$ cat src/asmc_pkg.sv
// Package for the amplifier switch and input-select register bank.
// Assumes a single host-port clock and a byte-wide register access port.
package asmc_pkg;
  localparam int unsigned ASMC_ADDR_W = 8;
  localparam int unsigned ASMC_DATA_W = 8;
  localparam int unsigned ASMC_NUM_SEL = 4;

  // Register offsets
  localparam logic [7:0] ASMC_SWITCH_CTRL_A_OFS = 8'h00;
  localparam logic [7:0] ASMC_SWITCH_CTRL_B_OFS = 8'h01;
  localparam logic [7:0] ASMC_INPUT_SELECT_A_OFS = 8'h03;

  // Reset values
  localparam logic [7:0] ASMC_SWITCH_CTRL_A_RST = 8'h00;
  localparam logic [7:0] ASMC_SWITCH_CTRL_B_RST = 8'h00;
  localparam logic [7:0] ASMC_INPUT_SELECT_A_RST = 8'h00;

  // Writable bits; bits 7 and 3 of the switch registers are fixed zero
  localparam logic [7:0] ASMC_SWITCH_WMASK = 8'h77;
  localparam logic [7:0] ASMC_SELECT_WMASK = 8'hFF;

  // Switch field positions (a, b, c of the upper and lower group)
  localparam int unsigned ASMC_HI_SW_A_BIT = 6;
  localparam int unsigned ASMC_HI_SW_B_BIT = 5;
  localparam int unsigned ASMC_HI_SW_C_BIT = 4;
  localparam int unsigned ASMC_LO_SW_A_BIT = 2;
  localparam int unsigned ASMC_LO_SW_B_BIT = 1;
  localparam int unsigned ASMC_LO_SW_C_BIT = 0;

  // Select field positions (low bit of each 2-bit field)
  localparam int unsigned ASMC_CH1_INV_LSB = 6;
  localparam int unsigned ASMC_CH1_NONINV_LSB = 4;
  localparam int unsigned ASMC_CH2_INV_LSB = 2;
  localparam int unsigned ASMC_CH2_NONINV_LSB = 0;

  // Select field encoding
  typedef enum logic [1:0] {
    ASMC_SEL_PIN_FIRST = 2'b00,
    ASMC_SEL_PIN_SECOND = 2'b01,
    ASMC_SEL_CONVERTER = 2'b10,
    ASMC_SEL_OPEN = 2'b11
  } asmc_sel_t;
endpackage : asmc_pkg

$ cat src/asmc_sel_if.sv
// Carrier between the register bank and the select decoder.
// Assumes both ends run on the same clock.
`timescale 1ns/100ps
`default_nettype none
interface asmc_sel_if;
  import asmc_pkg::*;
  asmc_sel_t sel [ASMC_NUM_SEL];
  logic [ASMC_NUM_SEL-1:0] pin_first;
  logic [ASMC_NUM_SEL-1:0] pin_second;
  logic [ASMC_NUM_SEL-1:0] converter;
  logic [ASMC_NUM_SEL-1:0] open_input;

  modport bank (output sel, input pin_first, pin_second, converter, open_input);
  modport decoder (input sel, output pin_first, pin_second, converter, open_input);
endinterface : asmc_sel_if
`default_nettype wire

$ cat src/asmc_regs.sv
// Amplifier switch and input-select configuration register bank.
// Assumes the serial control port has already turned host frames into
// single-cycle byte read and write strobes on mclk_in.
//
// Behaviour
// Register amp_switch_ctrl_a at 00H resets to 00H, bits 7 and 3 are zero, bits 6:4 drive ch1 switches a/b/c and bits 2:0 ch2 switches a/b/c.
// A stored 1 in a switch bit closes that switch and a 0 opens it.
// Register amp_switch_ctrl_b at 01H resets to 00H, bits 7 and 3 are zero, bits 6:4 drive ch3 switches a/b/c and bits 2:0 common switches two/one/zero.
// Register amp_input_select_a at 03H resets to 00H and holds four 2-bit select fields at 7:6, 5:4, 3:2 and 1:0.
// Each select field picks first pin on 00, second pin on 01, converter or reference pin on 10, and leaves the input open on 11.
// The host leaves unused configuration registers at their reset values.
// Analog reset from the pin or the internal reset control returns all three registers to their reset values.
// Fixed-zero bits ignore writes and always read back as zero.
`timescale 1ns/100ps
`default_nettype none
module asmc_regs (
  // Clock and resets
  input wire logic mclk_in,
  input wire logic sys_rst_in,
  input wire logic analog_reset_pin_n_in,
  input wire logic internal_reset_in,
  // Register access from the serial control port
  input wire logic [asmc_pkg::ASMC_ADDR_W-1:0] reg_addr_in,
  input wire logic [asmc_pkg::ASMC_DATA_W-1:0] reg_wdata_in,
  input wire logic reg_write_in,
  input wire logic reg_read_in,
  output logic [asmc_pkg::ASMC_DATA_W-1:0] reg_rdata_out,
  output logic reg_rvalid_out,
  // Channel one switches
  output logic ch1_switch_a_out,
  output logic ch1_switch_b_out,
  output logic ch1_switch_c_out,
  // Channel two switches
  output logic ch2_switch_a_out,
  output logic ch2_switch_b_out,
  output logic ch2_switch_c_out,
  // Channel three switches
  output logic ch3_switch_a_out,
  output logic ch3_switch_b_out,
  output logic ch3_switch_c_out,
  // Common switches
  output logic common_switch_two_out,
  output logic common_switch_one_out,
  output logic common_switch_zero_out,
  // Input mux controls, one-hot per field
  // Index 3 ch1 inverting, 2 ch1 non-inverting, 1 ch2 inverting, 0 ch2 non-inverting
  output logic [asmc_pkg::ASMC_NUM_SEL-1:0] sel_pin_first_out,
  output logic [asmc_pkg::ASMC_NUM_SEL-1:0] sel_pin_second_out,
  output logic [asmc_pkg::ASMC_NUM_SEL-1:0] sel_converter_out,
  output logic [asmc_pkg::ASMC_NUM_SEL-1:0] sel_open_out
);
  import asmc_pkg::*;

  logic [7:0] switch_ctrl_a_q;
  logic [7:0] switch_ctrl_b_q;
  logic [7:0] input_select_a_q;
  logic bank_rst;
  logic wr_a;
  logic wr_b;
  logic wr_sel;
  logic [7:0] rdata_d;

  asmc_sel_if sel_bus ();

  // Either analog reset source clears the bank like a system reset
  assign bank_rst = sys_rst_in | ~analog_reset_pin_n_in | internal_reset_in;

  assign wr_a = reg_write_in && (reg_addr_in == ASMC_SWITCH_CTRL_A_OFS);
  assign wr_b = reg_write_in && (reg_addr_in == ASMC_SWITCH_CTRL_B_OFS);
  assign wr_sel = reg_write_in && (reg_addr_in == ASMC_INPUT_SELECT_A_OFS);

  // Switch register for channels one and two
  always_ff @(posedge mclk_in) begin
    if (bank_rst) begin
      switch_ctrl_a_q <= ASMC_SWITCH_CTRL_A_RST;
    end else if (wr_a) begin
      switch_ctrl_a_q <= reg_wdata_in & ASMC_SWITCH_WMASK;
    end
  end

  // Switch register for channel three and the common switches
  always_ff @(posedge mclk_in) begin
    if (bank_rst) begin
      switch_ctrl_b_q <= ASMC_SWITCH_CTRL_B_RST;
    end else if (wr_b) begin
      switch_ctrl_b_q <= reg_wdata_in & ASMC_SWITCH_WMASK;
    end
  end

  // Input select register
  always_ff @(posedge mclk_in) begin
    if (bank_rst) begin
      input_select_a_q <= ASMC_INPUT_SELECT_A_RST;
    end else if (wr_sel) begin
      input_select_a_q <= reg_wdata_in & ASMC_SELECT_WMASK;
    end
  end

  // Unmapped offsets read as zero; other bank registers live elsewhere
  always_comb begin
    unique case (reg_addr_in)
      ASMC_SWITCH_CTRL_A_OFS: rdata_d = switch_ctrl_a_q;
      ASMC_SWITCH_CTRL_B_OFS: rdata_d = switch_ctrl_b_q;
      ASMC_INPUT_SELECT_A_OFS: rdata_d = input_select_a_q;
      default: rdata_d = 8'h00;
    endcase
  end

  // Read answer one cycle after the strobe
  always_ff @(posedge mclk_in) begin
    if (sys_rst_in) begin
      reg_rdata_out <= 8'h00;
      reg_rvalid_out <= 1'b0;
    end else begin
      reg_rvalid_out <= reg_read_in;
      if (reg_read_in) begin
        reg_rdata_out <= rdata_d;
      end
    end
  end

  // Switch lines: high closes the switch; registered so they match the decode lag
  always_ff @(posedge mclk_in) begin
    if (bank_rst) begin
      ch1_switch_a_out <= 1'b0;
      ch1_switch_b_out <= 1'b0;
      ch1_switch_c_out <= 1'b0;
      ch2_switch_a_out <= 1'b0;
      ch2_switch_b_out <= 1'b0;
      ch2_switch_c_out <= 1'b0;
    end else begin
      ch1_switch_a_out <= switch_ctrl_a_q[ASMC_HI_SW_A_BIT];
      ch1_switch_b_out <= switch_ctrl_a_q[ASMC_HI_SW_B_BIT];
      ch1_switch_c_out <= switch_ctrl_a_q[ASMC_HI_SW_C_BIT];
      ch2_switch_a_out <= switch_ctrl_a_q[ASMC_LO_SW_A_BIT];
      ch2_switch_b_out <= switch_ctrl_a_q[ASMC_LO_SW_B_BIT];
      ch2_switch_c_out <= switch_ctrl_a_q[ASMC_LO_SW_C_BIT];
    end
  end

  always_ff @(posedge mclk_in) begin
    if (bank_rst) begin
      ch3_switch_a_out <= 1'b0;
      ch3_switch_b_out <= 1'b0;
      ch3_switch_c_out <= 1'b0;
      common_switch_two_out <= 1'b0;
      common_switch_one_out <= 1'b0;
      common_switch_zero_out <= 1'b0;
    end else begin
      ch3_switch_a_out <= switch_ctrl_b_q[ASMC_HI_SW_A_BIT];
      ch3_switch_b_out <= switch_ctrl_b_q[ASMC_HI_SW_B_BIT];
      ch3_switch_c_out <= switch_ctrl_b_q[ASMC_HI_SW_C_BIT];
      common_switch_two_out <= switch_ctrl_b_q[ASMC_LO_SW_A_BIT];
      common_switch_one_out <= switch_ctrl_b_q[ASMC_LO_SW_B_BIT];
      common_switch_zero_out <= switch_ctrl_b_q[ASMC_LO_SW_C_BIT];
    end
  end

  // Field slicing: index 3 is the topmost field
  assign sel_bus.sel[3] = asmc_sel_t'(input_select_a_q[ASMC_CH1_INV_LSB +: 2]);
  assign sel_bus.sel[2] = asmc_sel_t'(input_select_a_q[ASMC_CH1_NONINV_LSB +: 2]);
  assign sel_bus.sel[1] = asmc_sel_t'(input_select_a_q[ASMC_CH2_INV_LSB +: 2]);
  assign sel_bus.sel[0] = asmc_sel_t'(input_select_a_q[ASMC_CH2_NONINV_LSB +: 2]);

  asmc_sel_decode u_decode (
    .clk_in(mclk_in),
    .rst_in(bank_rst),
    .sel_if(sel_bus.decoder)
  );

  // Decoder lines are flops already
  assign sel_pin_first_out = sel_bus.pin_first;
  assign sel_pin_second_out = sel_bus.pin_second;
  assign sel_converter_out = sel_bus.converter;
  assign sel_open_out = sel_bus.open_input;
endmodule : asmc_regs
`default_nettype wire

$ cat src/asmc_sel_decode.sv
// Registered one-hot decode of the four 2-bit input select fields.
// Assumes a synchronous active-high reset shared with the register bank.
`timescale 1ns/100ps
`default_nettype none
module asmc_sel_decode (
  // Clock and reset
  input wire logic clk_in,
  input wire logic rst_in,
  // Select fields in, decoded lines out
  asmc_sel_if.decoder sel_if
);
  import asmc_pkg::*;

  // One flop per line per field, so the analog controls never glitch
  for (genvar i = 0; i < ASMC_NUM_SEL; i++) begin : g_field
    always_ff @(posedge clk_in) begin
      if (rst_in) begin
        // Reset value 00 of the field selects the first pin
        sel_if.pin_first[i] <= 1'b1;
        sel_if.pin_second[i] <= 1'b0;
        sel_if.converter[i] <= 1'b0;
        sel_if.open_input[i] <= 1'b0;
      end else begin
        sel_if.pin_first[i] <= (sel_if.sel[i] == ASMC_SEL_PIN_FIRST);
        sel_if.pin_second[i] <= (sel_if.sel[i] == ASMC_SEL_PIN_SECOND);
        sel_if.converter[i] <= (sel_if.sel[i] == ASMC_SEL_CONVERTER);
        sel_if.open_input[i] <= (sel_if.sel[i] == ASMC_SEL_OPEN);
      end
    end
  end
endmodule : asmc_sel_decode
`default_nettype wire

$ cat config.mk
export PLATFORM = sky130hd
export DESIGN_NAME = asmc_regs
export DESIGN_NICKNAME = d
export VERILOG_FILES = /design/src/asmc_pkg.sv /design/src/asmc_sel_if.sv /design/src/asmc_regs.sv /design/src/asmc_sel_decode.sv
export SDC_FILE = /design/constraint.sdc
export NUM_CORES = 1
export LEC_CHECK = 0
export BUFFER_PORTS_ARGS = -buffer_cell sky130_fd_sc_hd__buf_2
export CORE_ASPECT_RATIO = 0.6
export CORE_MARGIN = 2
export CORE_UTILIZATION = 42
export DETAILED_ROUTE_END_ITERATION = 8
export PLACE_DENSITY = 0.69
export SYNTH_ARGS = -nofsm -noshare
export SYNTH_HDL_FRONTEND = slang
export SYNTH_SLANG_ARGS = --single-unit
$ cat constraint.sdc
create_clock -name mclk_in -period 1.9 [get_ports mclk_in]
set_clock_uncertainty 0.1 [all_clocks]
set_input_delay 0.475 -clock mclk_in [delete_from_list [all_inputs] [get_ports mclk_in]]
set_output_delay 0.475 -clock mclk_in [all_outputs]
set_load 0.02 [all_outputs]
==> results of run 1 <==
==> logic make-up after synthesis <==
| group | count (synthesis) |
|---|---|
| buffers and inverters | 20 |
| AO/OA/AOI/OAI | 18 |
| AND/OR/NAND/NOR | 68 |
| multiplexers | 26 |
| flip-flops | 57 |
==> through the flow <==
step / std cells / worst slack [ns] / power, uW / area [um^2] / utilization
after global routing: 326 / 0.383 / 2450 / 2590 / 0.567
after CTS: 326 / 0.461 / 2390 / 2590 / 0.567
after floorplan: 189 / 0.221 / 1260 / 1990 / -
after detailed placement: 310 / 0.136 / 1310 / 2400 / 0.526
final: 326 / 0.468 / 2350 / 2590 / 0.567
after global placement: 310 / 0.178 / 1310 / 2400 / 0.526
==> flip-flops by register name, indices dropped and copies added (netlist names) <==
name and flops:
ch1_switch_a_out 1, ch1_switch_b_out 1, ch1_switch_c_out 1, ch2_switch_a_out 1
ch2_switch_b_out 1, ch2_switch_c_out 1, ch3_switch_a_out 1, ch3_switch_b_out 1
ch3_switch_c_out 1, common_switch_one_out 1, common_switch_two_out 1, common_switch_zero_out 1
input_select_a_q 8, reg_rdata_out 8, reg_rvalid_out 1, switch_ctrl_a_q 6
switch_ctrl_b_q 6, u_decode.sel_if.converter 4, u_decode.sel_if.open_input 4, u_decode.sel_if.pin_first 4
u_decode.sel_if.pin_second 4
==> final timing paths <==
path,from,end,cells after the start
worst min-delay path,reg_wdata_in[7],input_select_a_q[7],3
worst max register to register,switch_ctrl_a_q[4],reg_rdata_out[4],3
worst min register to register,switch_ctrl_b_q[4],ch3_switch_c_out,2
worst max-delay path,reg_addr_in[0],input_select_a_q[5],5
==> power by group through the flow <==
stage	Sequential, uW	Clock, uW	Combinational, uW
after floorplan	1220	0	36.5
after global placement	1220	0	83.2
after detailed placement	1220	0	83.9
after CTS	1200	1110	84.3
after global routing	1200	1160	90.8
final	1200	1070	83.0
==> worst max-delay path, delay by kind of cell <==
| family | cells | cell delay [ns] |
|---|---|---|
| buf+inv | 2 | 0.41 |
| mux | 1 | 0.12 |
| simple gates | 2 | 0.52 |
==> routing by layer <==
layer | routed length [um] | global-route usage | share of wire
met1 | 2020 | 0.230 | 0.49
met2 | 1740 | 0.239 | 0.42
met3 | 308 | 0.0700 | 0.075
met4 | 51 | 0.0987 | 0.012
met5 | 0 | 0 | 0
==> cell type report <==
class,instances,area share
well taps,63,0.0304
multi-input cells,112,0.300
clock inverters,3,0.0155
flip-flops and latches,57,0.441
clock buffers,13,0.0575
repair buffers,65,0.137
inverters,13,0.0188
==> layout by cell type, fill, tap and decap left out, types with 2 or more instances in the layout <==
master    instances
a221oi_1          6
a41oi_1           6
and3_1            4
buf_2            58
buf_4             6
clkbuf_1          3
clkbuf_8         10
clkinv_2          2
dfxtp_1          57
inv_1            13
mux2_2            6
mux2i_1          20
nand2_1          30
nand3_2           2
nor2_1            9
nor2b_1           7
nor3_1            6
o21ai_0           4
o31ai_1           2
or3b_2            2
==> run_results.csv, run 1 <==
group,metric,value,unit
sta,max_slew_margin,0.740,
pwr,clkPwrFrac,0.455,
synth,synth.avg_cell_area,10.5,um^2
clock_tree,htreeDepth,3,
pwr,p_sw_frac,0.206,
status,outcome,"complete, no violations",
sta,slew_viol_final,0,
hold_path,min_path_type,"in2reg",
sta,grt_setup_unrepaired,"false",
drt,avgRoutedWirePerCell,12.6,um
synth,ys_async_sr_fraction,0,
sta,finalHoldViolCount,0,
pwr,power_density,907,mW/mm^2
place,hpwl,2860,um
floorplanning,io_pins,59,
synth,synth_seq_cells,57,
clock_tree,clk_latency,0.33,ns
synth,synthesis.nets,211,
grt,antenna_found_initial,0,
sta,tightestPinTransition,0.387,ns
drt,drtAntennaViolNets,0,
synth,yosysMostFrequentCell,"dfxtp_1",
drt,first_pass_iters,4,
synth,synth_area,0.00199,mm^2
synth,synth_top_area_cell,"dfxtp_1",
clock_tree,cts-root-buf,"clkbuf_8",
synth,synth.yosys.seq_area_share,0.574,
sta,period_share,0.753,
pwr,power_leakage,0.00137,uW
grt,first_global_vias,1481,
grt,grt_pass1_wl,6870,um
floorplanning,die_h,57.3,um
synth,synth_top_area_share,0.574,
drt,route.detailed.drc,0,
worst_setup_path,startpoint_type,"input port",
place,gp_congestion,0.756,
final_layout,seq_area,0.00114,mm^2
sta,setup_viol,0,
pwr,pwr-share-seq,0.509,
synth,synth_mux_area_frac,0.135,
sta,hold_ws,0.282,ns
synth,synthCells,189,
clock_tree,clock_sinks,57,
synth,synthSimpleGateAreaFrac,0.183,
final_layout,area_growth,30.3,%
clock_tree,clkTransAtPathRegs,0.06,ns
final_layout,fillers,446,
final_layout,multi_input_area,777,um^2
clock_tree,clockBufferDepth,2,
pwr,vdd_drop_max,0.000673,V
worst_setup_path,cpPeakStageDelay,0.37,ns
worst_setup_path,r2r_slack,0.78,ns
worst_setup_path,end_kind,"flop",
worst_setup_path,crit_type,"in2reg",
clock_tree,cts_setup_buffers,0,
floorplanning,start_util,0.436,
final_layout,nNetsFinal,280,
clock_tree,cts_resized,0,
clock_tree,postCtsHoldBufs,0,
floorplanning,die_w,92.8,um
final_layout,diodes,0,
worst_setup_path,worstPathRequired,2.01,ns
synth,synthXorXnorAreaFrac,0,
synth,yosysUniqueCellTypes,25,
pwr,p_switching,483,uW
worst_setup_path,critPathSlowestCell,"and2_1",
synth,yosysWarnings,0,
worst_setup_path,path_max_fanout,10,
synth,synthAdderAreaFrac,0,
synth,synth_top_family_by_area,"simple AND/OR/NAND/NOR gates",
grt,grt_max_degree,38,
final_layout,drive_above_1_share,0.346,
drt,drt-total-wl,4120,um
pwr,intPower,1870,uW
sta,period_needed,1.43,ns
drt,vias,1543,
clock_tree,cts_tree,"yes",
run,drv_cap,0,
synth,synth.area.top_cells,"dfxtp_1 (57%), mux2i_1 (10%), nand2_1 (5.7%), mux2_2 (3.4%), a221oi_1 (2.6%)",
grt,grt_overflow,0,
synth,synthTopCellsByCount,"dfxtp_1 (57), nand2_1 (30), mux2i_1 (20), inv_1 (13), nor2_1 (9)",
sta,fmax,0.699,GHz
drt,vias_per_cell,4.73,
synth,synth_edf_count,0,
floorplanning,rows,19,
clock_tree,cts_buffers,9,
worst_setup_path,worstPathArrival,1.54,ns
sta,setup_tns,0,ns
synth,synth_ff_type,"dfxtp_1",
grt,track_usage,0.173,
floorplanning,dieArea,0.00532,mm^2
pwr,combPwrFrac,0.035,
place,portBuffers,58,
worst_setup_path,crit_chain,"buf_2 -> and2_1 -> nand3_2 -> buf_4 -> mux2i_1",
floorplanning,core-area,0.00456,mm^2
synth,synth_compound_area_frac,0.0705,
drt,drt_iter0_markers,54,
Note: power is estimated with default switching activity, not from simulation.
==> run 2, diff against run 1 <==
clock period = 1.4 ns   (was 1.9 ns; I/O delays follow)
==> run 2 against run 1 <==
Effect of this change:
- first-iteration DRC count shrank 22%
- critical path type is now reg2out
- core utilization grew 1.8 points
- via count grew 3.3%
- sequential cell count is the same
- routed wire length grew 2.5%
- final area grew 3.1%
- critical path depth shrank 4
- cell count grew 2.8%
- largest cell class unchanged
- power grew 38%
==> run_results.csv, run 2 (synthesized netlist as in run 1, its figures left out) <==
group,metric,value,unit
status,outcome,"complete, no violations",
drt,wl_met1,2110,um
final_layout,seq_area,0.00114,mm^2
worst_setup_path,worst_r2r_startpoint,"switch_ctrl_a_q[2]",
grt,track_usage,0.175,
drt,drtAntennaViolNets,0,
worst_setup_path,critPathSlowestCell,"dfxtp_1",
grt,antenna_found_initial,0,
worst_setup_path,reg2reg_to,"reg_rdata_out[2]",
floorplanning,die_w,92.8,um
place,portBuffers,58,
sta,finalHoldViolCount,0,
sta,period_needed,1.30,ns
final_layout,multi_input_area,777,um^2
final_layout,diodes,0,
hold_path,hold_end,"input_select_a_q[7]",
pwr,combPwrFrac,0.040,
final_layout,drive_above_1_share,0.375,
worst_setup_path,cpPeakStageDelay,0.34,ns
worst_setup_path,worstPathArrival,0.85,ns
clock_tree,clkTransAtPathRegs,0.06,ns
drt,vias_per_cell,4.76,
hold_path,min_path_type,"in2reg",
floorplanning,dieArea,0.00532,mm^2
pwr,p_switching,669,uW
worst_setup_path,worstPathRequired,0.95,ns
final_layout,reg.largest.list,"input_select_a_q (8), reg_rdata_out (8)",
clock_tree,cts_resized,0,
floorplanning,die_h,57.3,um
run,drv_cap,0,
drt,drt-total-wl,4220,um
floorplanning,io_pins,59,
drt,vias,1594,
drt,wl_met2,1760,um
grt,grt_pass1_wl,6890,um
worst_setup_path,worst-r2r-cell-count,3,
floorplanning,rows,19,
worst_setup_path,crit_chain,"buf_2",
final_layout,final_common_cell,"buf_2",
pwr,power_leakage,0.00142,uW
final_layout,fillers,440,
hold_path,hold-path-cell-count,3,
drt,route.detailed.drc,0,
pwr,intPower,2580,uW
clock_tree,postCtsHoldBufs,0,
drt,drt_iter0_markers,42,
clock_tree,cts_tree,"yes",
final_layout,final_cell_mix,"buf_2 (58), dfxtp_1 (57), nand2_1 (30)",
sta,period_share,0.926,
sta,fmax,0.771,GHz
floorplanning,core-area,0.00456,mm^2
sta,hold_ws,0.158,ns
final_layout,area_growth,34.4,%
clock_tree,clockBufferDepth,2,
clock_tree,cts-root-buf,"clkbuf_8",
pwr,p_sw_frac,0.206,
grt,grt_overflow,0,
sta,setup_viol,0,
drt,first_pass_iters,4,
worst_setup_path,path_max_fanout,2,
worst_setup_path,crit_type,"reg2out",
hold_path,min-delay-start,"reg_wdata_in[7]",
pwr,power_density,1220,mW/mm^2
grt,grt_max_degree,38,
grt,first_global_vias,1474,
final_layout,utilization,0.585,
drt,dr_wl_met3,305,um
drt,highest_layer,"met4",
clock_tree,clk_latency,0.33,ns
pwr,clkPwrFrac,0.461,
sta,slew_viol_final,0,
clock_tree,cts_setup_buffers,0,
clock_tree,cts_buffers,9,
place,hpwl,2970,um
sta,max_slew_margin,0.809,
final_layout,nNetsFinal,290,
sta,tightestPinTransition,0.286,ns
drt,avgRoutedWirePerCell,12.6,um
worst_setup_path,end_kind,"output port",
worst_setup_path,startpoint_type,"flop",
pwr,vdd_drop_max,0.000621,V
pwr,pwr-share-seq,0.499,
worst_setup_path,r2r_slack,0.26,ns
clock_tree,htreeDepth,3,
worst_setup_path,crit_family,"flip-flops",
clock_tree,clock_sinks,57,
place,gp_congestion,0.816,
worst_setup_path,critPathBufInv,1,
sta,grt_setup_unrepaired,"false",
floorplanning,start_util,0.436,
sta,setup_tns,0,ns
==> run 2: final cells by class <==
| cell class | count | area share |
|---|---|---|
| Clock inverter | 3 | 0.0150 |
| Inverter | 13 | 0.0183 |
| Timing Repair Buffer | 75 | 0.161 |
| Sequential cell | 57 | 0.427 |
| Multi-Input combinational cell | 112 | 0.291 |
| Tap cell | 63 | 0.0295 |
| Clock buffer | 12 | 0.0581 |
==> run 2: power by group through the flow <==
stage	Sequential (uW)	Clock, uW	Combinational, uW
3_5_place_dp	1660	0	130
6_report	1620	1500	130
2_1_floorplan	1660	0	49.9
4_1_cts	1620	1530	131
5_1_grt	1620	1610	141
3_3_place_gp	1660	0	131
==> run 2: how the worst max path moves through the flow <==
| stage | startpoint | endpoint | cells after the start |
|---|---|---|---|
| finish | reg_rdata_out[6] | reg_rdata_out[6] | 1 |
| global route | reg_rdata_out[5] | reg_rdata_out[5] | 1 |
| CTS | reg_rdata_out[6] | reg_rdata_out[6] | 1 |
| detailed placement | reg_addr_in[5] | switch_ctrl_b_q[6] | 6 |
| global placement | reg_addr_in[5] | switch_ctrl_b_q[5] | 6 |
| floorplan | reg_addr_in[5] | input_select_a_q[0] | 3 |
==> run 2: worst reg2reg max path: cells and delay by family (launching register included) <==
family | cells | cell delay (ns)
and+or+nand+nor | 1 | 0.08
DFF | 1 | 0.31
AOI/OAI and AO/OA | 1 | 0.26
muxes | 1 | 0.27
==> run 2: stage by stage <==
step	setup WS, ns	area, um^2	total power (uW)	std cells
after floorplan	-0.152	1990	1710	189
after global placement	-0.138	2480	1790	320
after detailed placement	-0.164	2480	1790	320
after CTS	0.0858	2670	3290	335
after global routing	0.0464	2670	3370	335
final	0.104	2670	3250	335
==> run 2: routing by layer <==
layer  up-vias  track usage
met2        49        0.235
met4         0       0.0672
met1       726        0.228
met5         -            0
li1        814            -
met3         5        0.106
